--- config.mk ---
export PLATFORM = sky130hd
export DESIGN_NAME = general_purpose_timer
export DESIGN_NICKNAME = d
export VERILOG_FILES = /design/src/gp_timer_pkg.sv /design/src/general_purpose_timer.sv /design/src/quad_decoder.sv
export SDC_FILE = /design/constraint.sdc
export NUM_CORES = 1
export LEC_CHECK = 0
export BUFFER_PORTS_ARGS = -buffer_cell sky130_fd_sc_hd__buf_4
export CAP_MARGIN = 0
export CORE_ASPECT_RATIO = 1.4
export CORE_MARGIN = 8
export CORE_UTILIZATION = 57
export DETAILED_ROUTE_END_ITERATION = 6
export PLACE_DENSITY = 0.78
export SYNTH_ARGS = -nofsm -noshare
export SYNTH_HDL_FRONTEND = slang
export SYNTH_SLANG_ARGS = --single-unit
--- constraint.sdc ---
create_clock -name clk -period 5 [get_ports clk]
set_clock_uncertainty 0.1 [all_clocks]
set_input_delay 1.25 -clock clk [delete_from_list [all_inputs] [get_ports clk]]
set_output_delay 1.25 -clock clk [all_outputs]
set_load 0.02 [all_outputs]
--- src/gp_timer_pkg.sv ---
// Constants, codes and carrier types shared by the timer and its encoder decoder
package gp_timer_pkg;

  // Register byte addresses
  localparam logic [7:0] A_CTRL = 8'h00;
  localparam logic [7:0] A_PSC = 8'h04;
  localparam logic [7:0] A_ARR = 8'h08;
  localparam logic [7:0] A_CNT = 8'h0c;
  localparam logic [7:0] A_CHMODE = 8'h10;
  localparam logic [7:0] A_CCR0 = 8'h14;
  localparam logic [7:0] A_STATUS = 8'h24;
  localparam logic [7:0] A_MASK = 8'h28;
  localparam logic [7:0] A_DMAEN = 8'h2c;

  // Control register field positions
  localparam int CTRL_EN = 0;
  localparam int CTRL_MODE = 1;
  localparam int CTRL_OPM = 3;
  localparam int CTRL_FRZ = 4;
  localparam int CTRL_SLV = 5;
  localparam int CTRL_HALL = 7;

  // Status, mask and DMA enable bit positions
  localparam int ST_UPD = 0;
  localparam int ST_CC = 1;
  localparam int ST_TRG = 5;

  // Count modes
  localparam logic [1:0] CM_UP = 2'h0;
  localparam logic [1:0] CM_DOWN = 2'h1;
  localparam logic [1:0] CM_CENTER = 2'h2;

  // Count source modes
  localparam logic [1:0] SL_INT = 2'h0;
  localparam logic [1:0] SL_ENC = 2'h1;
  localparam logic [1:0] SL_RST = 2'h2;
  localparam logic [1:0] SL_EXT = 2'h3;

  // Channel modes
  localparam logic [1:0] CH_CAPT = 2'h0;
  localparam logic [1:0] CH_TOGGLE = 2'h1;
  localparam logic [1:0] CH_PWM = 2'h2;
  localparam logic [1:0] CH_SET = 2'h3;

  // Variants
  localparam logic [1:0] VAR_FULL = 2'h0;
  localparam logic [1:0] VAR_WIDE = 2'h1;
  localparam logic [1:0] VAR_DUAL = 2'h2;
  localparam logic [1:0] VAR_SINGLE = 2'h3;

  // Reset value and counter width masks
  localparam logic [31:0] RST_ARR = 32'h0000_ffff;
  localparam logic [31:0] MASK16 = 32'h0000_ffff;
  localparam logic [31:0] MASK32 = 32'hffff_ffff;

  // Counting direction state
  typedef enum logic [1:0] {DIR_UP = 2'b01, DIR_DOWN = 2'b10} dir_t;

  // Register bus request
  typedef struct packed {
    logic [7:0] addr;
    logic [31:0] wdata;
    logic we;
    logic re;
  } bus_req_t;

  // Decoded encoder step
  typedef struct packed {
    logic step;
    logic up;
  } quad_t;

  // Counter width mask of a variant
  function automatic logic [31:0] width_mask(input logic [1:0] v);
    return (v == VAR_WIDE) ? MASK32 : MASK16;
  endfunction : width_mask

  // Present channels of a variant
  function automatic logic [3:0] chan_mask(input logic [1:0] v);
    case (v)
      VAR_DUAL: return 4'h3;
      VAR_SINGLE: return 4'h1;
      default: return 4'hf;
    endcase
  endfunction : chan_mask

  // Byte address of a channel compare register
  function automatic logic [7:0] ccr_addr(input int i);
    return A_CCR0 + 8'(i * 4);
  endfunction : ccr_addr

endpackage : gp_timer_pkg

--- src/general_purpose_timer.sv ---
// General-purpose timer: prescaler, auto-reload counter, up to four channels, events
//
// The address-and-strobe port and the placing of the registers were chosen for this implementation.
module general_purpose_timer
  import gp_timer_pkg::*;
#(
  parameter logic [1:0] VARIANT = VAR_FULL
)
(
  input wire logic clk,
  input wire logic resetn,
  input bus_req_t bus,
  output logic [31:0] rdata,
  input wire logic [3:0] ch_in,
  input wire logic dbg_halt,
  input wire logic trig_in,
  output logic [3:0] ch_out,
  output logic irq,
  output logic dma_req,
  output logic trig_out
);

  localparam logic [31:0] WMASK = width_mask(VARIANT);
  localparam logic [3:0] CHMASK = chan_mask(VARIANT);
  localparam logic HAS_DMA = (VARIANT == VAR_FULL) || (VARIANT == VAR_WIDE);

  typedef struct packed {
    logic [7:0] ctrl;
    logic [15:0] psc;
    logic [15:0] psc_cnt;
    logic [31:0] arr;
    logic [31:0] cnt;
    dir_t dir;
    logic [7:0] chmode;
    logic [3:0][31:0] ccr;
    logic [5:0] status;
    logic [5:0] mask;
    logic [5:0] dmaen;
    logic [3:0] in_prev;
    logic [3:0] out;
    logic trig_prev;
    logic irq;
    logic dma_req;
    logic trig_out;
    logic [31:0] rdata;
  } st_t;

  localparam st_t RST_ST = '{arr: RST_ARR, dir: DIR_UP, default: '0};

  st_t s_r;
  st_t s_nxt;
  quad_t qd;
  logic [1:0] mode;
  logic [1:0] slave;
  logic trig_rise;
  logic run;
  logic tick;
  logic going_up;
  logic upd;
  logic [3:0] ch_eff;
  logic [3:0] ccev;
  logic [5:0] ev;
  logic [31:0] rd;

  // Encoder phases come from channel inputs 0 and 1
  quad_decoder u_quad (
    .clk(clk),
    .resetn(resetn),
    .phase_a(ch_in[0]),
    .phase_b(ch_in[1]),
    .q(qd)
  );

  // Next state: prescale, count, channels, flags, register access
  always_comb begin
    s_nxt = s_r;
    mode = (VARIANT == VAR_SINGLE) ? CM_UP : s_r.ctrl[CTRL_MODE +: 2];
    slave = s_r.ctrl[CTRL_SLV +: 2];
    trig_rise = trig_in & ~s_r.trig_prev;
    s_nxt.trig_prev = trig_in;
    run = s_r.ctrl[CTRL_EN] & ~(s_r.ctrl[CTRL_FRZ] & dbg_halt);
    tick = 1'b0;
    upd = 1'b0;
    ccev = 4'h0;
    ch_eff = 4'h0;
    rd = 32'h0;

    // Prescaler: a tick every psc+1 source events, but one per encoder step unscaled; a count above a lowered limit ends at once
    if (run && slave == SL_ENC) begin
      tick = qd.step;
    end else if (run && (slave != SL_EXT || trig_rise)) begin
      if (s_r.psc_cnt >= s_r.psc) begin
        s_nxt.psc_cnt = 16'h0;
        tick = 1'b1;
      end else begin
        s_nxt.psc_cnt = s_r.psc_cnt + 16'h1;
      end
    end

    // Direction of the next step
    if (slave == SL_ENC) begin
      going_up = qd.up;
    end else begin
      going_up = (mode == CM_UP) || (mode == CM_CENTER && s_r.dir == DIR_UP);
    end

    // Counter with auto-reload and update event
    if (run && slave == SL_RST && trig_rise) begin
      s_nxt.cnt = 32'h0;
      s_nxt.psc_cnt = 16'h0;
      upd = 1'b1;
    end else if (tick) begin
      if (going_up) begin
        if (s_r.cnt == s_r.arr) begin
          upd = 1'b1;
          if (mode == CM_CENTER && slave != SL_ENC) begin
            s_nxt.dir = DIR_DOWN;
            s_nxt.cnt = (s_r.arr - 32'h1) & WMASK;
          end else begin
            s_nxt.cnt = 32'h0;
          end
        end else begin
          s_nxt.cnt = (s_r.cnt + 32'h1) & WMASK;
        end
      end else begin
        if (s_r.cnt == 32'h0) begin
          upd = 1'b1;
          if (mode == CM_CENTER && slave != SL_ENC) begin
            s_nxt.dir = DIR_UP;
            s_nxt.cnt = 32'h1 & WMASK;
          end else begin
            s_nxt.cnt = s_r.arr & WMASK;
          end
        end else begin
          s_nxt.cnt = (s_r.cnt - 32'h1) & WMASK;
        end
      end
    end

    // One-pulse: stop at the update event
    if (upd && s_r.ctrl[CTRL_OPM]) begin
      s_nxt.ctrl[CTRL_EN] = 1'b0;
    end

    // Channels; absent channels stay idle and low
    for (int i = 0; i < 4; i++) begin
      ch_eff[i] = (i == 0 && s_r.ctrl[CTRL_HALL]) ? ^ch_in[2:0] : ch_in[i];
      if (CHMASK[i]) begin
        s_nxt.in_prev[i] = ch_eff[i];
        case (s_r.chmode[2*i +: 2])
          CH_CAPT: begin
            if (ch_eff[i] && !s_r.in_prev[i]) begin
              s_nxt.ccr[i] = s_r.cnt;
              ccev[i] = 1'b1;
            end
          end
          CH_TOGGLE: begin
            if (tick && s_nxt.cnt == s_r.ccr[i]) begin
              s_nxt.out[i] = ~s_r.out[i];
              ccev[i] = 1'b1;
            end
          end
          CH_PWM: begin
            s_nxt.out[i] = s_nxt.cnt < s_r.ccr[i];
            ccev[i] = tick && s_nxt.cnt == s_r.ccr[i];
          end
          CH_SET: begin
            if (upd) begin
              s_nxt.out[i] = 1'b0;
            end
            if (tick && s_nxt.cnt == s_r.ccr[i]) begin
              s_nxt.out[i] = 1'b1;
              ccev[i] = 1'b1;
            end
          end
          default: begin
            s_nxt.out[i] = 1'b0;
          end
        endcase
      end
    end

    ev = {trig_rise, ccev, upd};

    // Software writes; a counter write wins over counting
    if (bus.we) begin
      case (bus.addr)
        A_CTRL: s_nxt.ctrl = bus.wdata[7:0];
        A_PSC: s_nxt.psc = bus.wdata[15:0];
        A_ARR: s_nxt.arr = bus.wdata & WMASK;
        A_CNT: s_nxt.cnt = bus.wdata & WMASK;
        A_CHMODE: s_nxt.chmode = bus.wdata[7:0];
        A_MASK: s_nxt.mask = bus.wdata[5:0];
        A_DMAEN: s_nxt.dmaen = HAS_DMA ? bus.wdata[5:0] : 6'h0;
        default: begin
        end
      endcase
      for (int i = 0; i < 4; i++) begin
        if (CHMASK[i] && bus.addr == ccr_addr(i)) begin
          s_nxt.ccr[i] = bus.wdata & WMASK;
        end
      end
    end

    // Sticky flags: write one clears, a new event wins
    s_nxt.status = s_r.status & ~((bus.we && bus.addr == A_STATUS) ? bus.wdata[5:0] : 6'h0);
    s_nxt.status = s_nxt.status | ev;

    // Read mux, data valid only the cycle after the strobe
    case (bus.addr)
      A_CTRL: rd = {24'h0, s_r.ctrl};
      A_PSC: rd = {16'h0, s_r.psc};
      A_ARR: rd = s_r.arr;
      A_CNT: rd = s_r.cnt;
      A_CHMODE: rd = {24'h0, s_r.chmode};
      A_STATUS: rd = {26'h0, s_r.status};
      A_MASK: rd = {26'h0, s_r.mask};
      A_DMAEN: rd = {26'h0, s_r.dmaen};
      default: rd = 32'h0;
    endcase
    for (int i = 0; i < 4; i++) begin
      if (CHMASK[i] && bus.addr == ccr_addr(i)) begin
        rd = s_r.ccr[i];
      end
    end
    s_nxt.rdata = bus.re ? rd : 32'h0;

    // Outputs
    s_nxt.irq = |(s_nxt.status & s_nxt.mask);
    s_nxt.dma_req = HAS_DMA && |(ev & s_r.dmaen);
    s_nxt.trig_out = upd;
  end

  // State register
  always_ff @(posedge clk or negedge resetn) begin
    if (!resetn) begin
      s_r <= RST_ST;
    end else begin
      s_r <= s_nxt;
    end
  end

  // One single-ended output per channel, no complementary pair
  assign ch_out = s_r.out;
  assign irq = s_r.irq;
  assign dma_req = s_r.dma_req;
  assign trig_out = s_r.trig_out;
  assign rdata = s_r.rdata;
endmodule : general_purpose_timer

--- src/quad_decoder.sv ---
// Quadrature encoder decoder: one step per edge of either phase
module quad_decoder
  import gp_timer_pkg::*;
(
  input wire logic clk,
  input wire logic resetn,
  input wire logic phase_a,
  input wire logic phase_b,
  output quad_t q
);

  typedef struct packed {
    logic a_prev;
    logic b_prev;
    quad_t q;
  } qstate_t;

  qstate_t s_r;
  qstate_t s_nxt;

  // Edge on either phase is a step; phase order gives direction
  always_comb begin
    s_nxt = s_r;
    s_nxt.a_prev = phase_a;
    s_nxt.b_prev = phase_b;
    s_nxt.q.step = (phase_a ^ s_r.a_prev) | (phase_b ^ s_r.b_prev);
    s_nxt.q.up = s_r.a_prev ^ phase_b;
  end

  // State register
  always_ff @(posedge clk or negedge resetn) begin
    if (!resetn) begin
      s_r <= '0;
    end else begin
      s_r <= s_nxt;
    end
  end

  assign q = s_r.q;

endmodule : quad_decoder

==> impl_metrics.json <==
{
  "core_um2": 32500,
  "drtIter0Drc": 2179,
  "rr_worst_depth": 20,
  "status": "completed",
  "final_nets": 2515,
  "post-route-drc-count": 0,
  "dpl.hpwl_um": 47500,
  "seq_area_um2": 7300,
  "antenna_cells": 0,
  "final_hold_viol_count": 0,
  "ys_seq_area_share_pct": 38.9,
  "power_switching_mw": 3.21,
  "fin_setup_tns_ns": 0,
  "synth_top_family_by_area": "simple AND/OR/NAND/NOR gates",
  "tightest_slew_ns": 1.29,
  "initial_core_util_pct": 57.8,
  "synth_xor_area_share_pct": 2.89,
  "synth_simple_gate_area_share_pct": 18.2,
  "period_share_pct": 99.4,
  "path_class": "flip-flop to flip-flop",
  "end_kind": "flip-flop",
  "busiest_layer": "met2",
  "die_area_um2": 39100,
  "startpoint": "s_r[231]",
  "grt_use_total_pct": 33.9,
  "layout-drive-gt1-share_pct": 20.2,
  "synth-adder-area-share_pct": 9.65,
  "grt_max_degree": 119,
  "area_growth_pct": 17.2,
  "peakVddDrop_mv": 0.298,
  "setup.worst_path.start_class": "flip-flop",
  "fp.dieH_um": 231,
  "grt_pass1_vias": 18400,
  "hold_depth": 2,
  "cts_tree": "built",
  "grtUsageMet2_pct": 56.9,
  "power.density_nw_per_um2": 398,
  "r2r-start": "s_r[231]",
  "synth_area_um2": 18800,
  "synthTopCellsByArea": "dfrtp_1 36%, ha_1 9.7%, nand2_1 7.3%",
  "cts_root_buf": "clkbuf_16",
  "multi_input_area_um2": 10400,
  "final_max_slew_viol_count": 0,
  "grt_pass1_wl_um": 103000,
  "p_leak_nw": 10.1,
  "vias": 18200,
  "clk_latency_ns": 0.61,
  "synth_compound_area_share_pct": 17.7,
  "io_buffers": 72,
  "stdcell_area_um2": 22000,
  "gp_congestion": 0.985,
  "pin_count": 89,
  "pwr-share-seq_pct": 33.5,
  "setup_viol": 0,
  "cts_made_buffers": 30,
  "avgSynthCellArea_um2": 8.59,
  "synth.area.mux_share_pct": 5.13,
  "syn-num-nets": 2382,
  "antenna_left": 0,
  "cts_htree_levels": 1,
  "wirelength_um": 67600,
  "netlist_top_cells_count": "363 x nand2_1, 274 x dfrtp_1, 156 x inv_1",
  "holdCritStartpoint": "s_r[199]",
  "required_ns": 5.40,
  "fmax_ghz": 0.201,
  "ys_seq_elements": 291,
  "crit_arrival_ns": 5.37,
  "grt.overflow.total": 0,
  "ys_types": 69,
  "max-slew-margin-rel_pct": 14.0,
  "avgViaCountPerCell": 6.52,
  "total_power_mw": 8.76,
  "wire_per_inst_um": 24.3,
  "fillers": 2613,
  "hold_class": "flip-flop to flip-flop",
  "ys.flop_type": "dfrtp_1",
  "swShare_pct": 36.6,
  "synth.most_common_cell": "nand2_1",
  "yosys_warnings": 0,
  "synthCells": 2187,
  "row_count": 78,
  "synth-async-reset-ratio_pct": 100,
  "cp_max_fo": 4,
  "yosysTopAreaCell": "dfrtp_1",
  "synth_edf_count": 0,
  "pwr-share-comb_pct": 38.6,
  "place_area_um2": 20700,
  "drtPass1Iterations": 6,
  "p_clk_share_pct": 27.9,
  "cts_max_path_buffers": 3,
  "synth_top_area_share_pct": 36.5,
  "min_period_ns": 4.97,
  "met1_usage_pct": 38.0,
  "antenna_found_initial": 1,
  "grtUsageMet3_pct": 6.23,
  "die_w_um": 169,
  "cts_num_sinks": 291,
  "clk_pin_slew_ns": 0.07,
  "cap_violations": 0,
  "p_int_mw": 5.55,
  "final_util_pct": 67.8
}
## worst max-delay path, cell delays in order (launching register included)
cell and delay [ns]:
dfrtp_1 0.40, nor4_2 0.28, buf_4 0.20, nand4_1 0.12, buf_4 0.19, or3_4 0.38
buf_4 0.16, or4_1 0.57, o41ai_2 0.09, o211ai_1 0.17, a21oi_2 0.22, buf_4 0.17
ha_1 0.16, and4_1 0.24, nand3_1 0.16, a221oi_2 0.33, a2111oi_2 0.06, buf_4 0.16
o311ai_1 0.35, o22ai_1 0.18, nor3b_1 0.16
## path summary, 6_finish.rpt
check	end	slack, ns
max	ch_out[2]	0.03
max in group asynchronous	s_r[223]	3.05
min	s_r[199]	0.43
max reg2reg	ch_out[2]	0.03
min reg2reg	s_r[199]	0.43
min in group asynchronous	s_r[51]	0.62
## sequential cells by signal, summed over array words and instances (netlist names)
register,count
mode,2
rdata,32
ch_out,4
dma_req,1
u_quad.s_r,1
irq,1
s_r,247
u_quad.q,2
trig_out,1
## timing repair
action	in CTS	in global routing
pin swaps	2	21
hold buffers	0	0
buffers inserted	0	2
endpoints found under the setup margin	7	9
resized for setup	9	44
## cells in the final DEF (no fill, tap or decap), drive strengths merged, types with 30 or more instances in the layout
cell    count
ha        145
a21o       30
nor2      136
a21oi     137
buf       277
nand3      44
xnor2      30
a31oi      66
nor3       38
nand2     363
a22oi      79
nand4      40
mux2       67
xor2       32
o21ai      87
dfrtp     274
clkbuf     39
inv       158
## power groups by stage
| stage | sequential (mW) | combinational (mW) | clock [mW] |
|---|---|---|---|
| 6_report | 2.93 | 3.38 | 2.45 |
| 5_1_grt | 2.95 | 3.67 | 2.56 |
| 4_1_cts | 2.91 | 3.16 | 2.47 |
| 3_5_place_dp | 2.95 | 3.12 | 0 |
| 3_3_place_gp | 2.94 | 3.05 | 0 |
| 2_1_floorplan | 2.86 | 1.84 | 0 |
## metal layers
layer,up-vias,share of wire [%]
li1,7945,-
met1,8601,34
met2,1209,48
met3,404,9.8
met4,2,8.6
met5,-,0.018
## per-stage QoR
step                instances  worst slack, ns  hold slack [ns]
global placement         2726           -0.416            0.400
finish                   2784           0.0316            0.427
global route             2784          -0.0396            0.448
floorplan                2187           0.0339            0.359
detailed placement       2726           -0.462            0.412
CTS                      2782          -0.0338            0.428
## kinds of logic after synthesis
family | count (synthesis)
and+or+nand+nor | 752
xor gates and xnor gates | 62
AOI/OAI and AO/OA | 517
DFF | 291
muxes | 88
buffers and inverters | 332
adders and majority gates | 145
## cell type report
class                           instances  area share [%]
Sequential cell                       291            33.2
Tap cell                              440            2.50
Timing Repair Buffer                  277            9.76
Inverter                              156            2.66
Multi-Input combinational cell       1564            47.0
Clock inverter                         17            1.01
Clock buffer                           39            3.88
(Power assumes the default switching activity.)
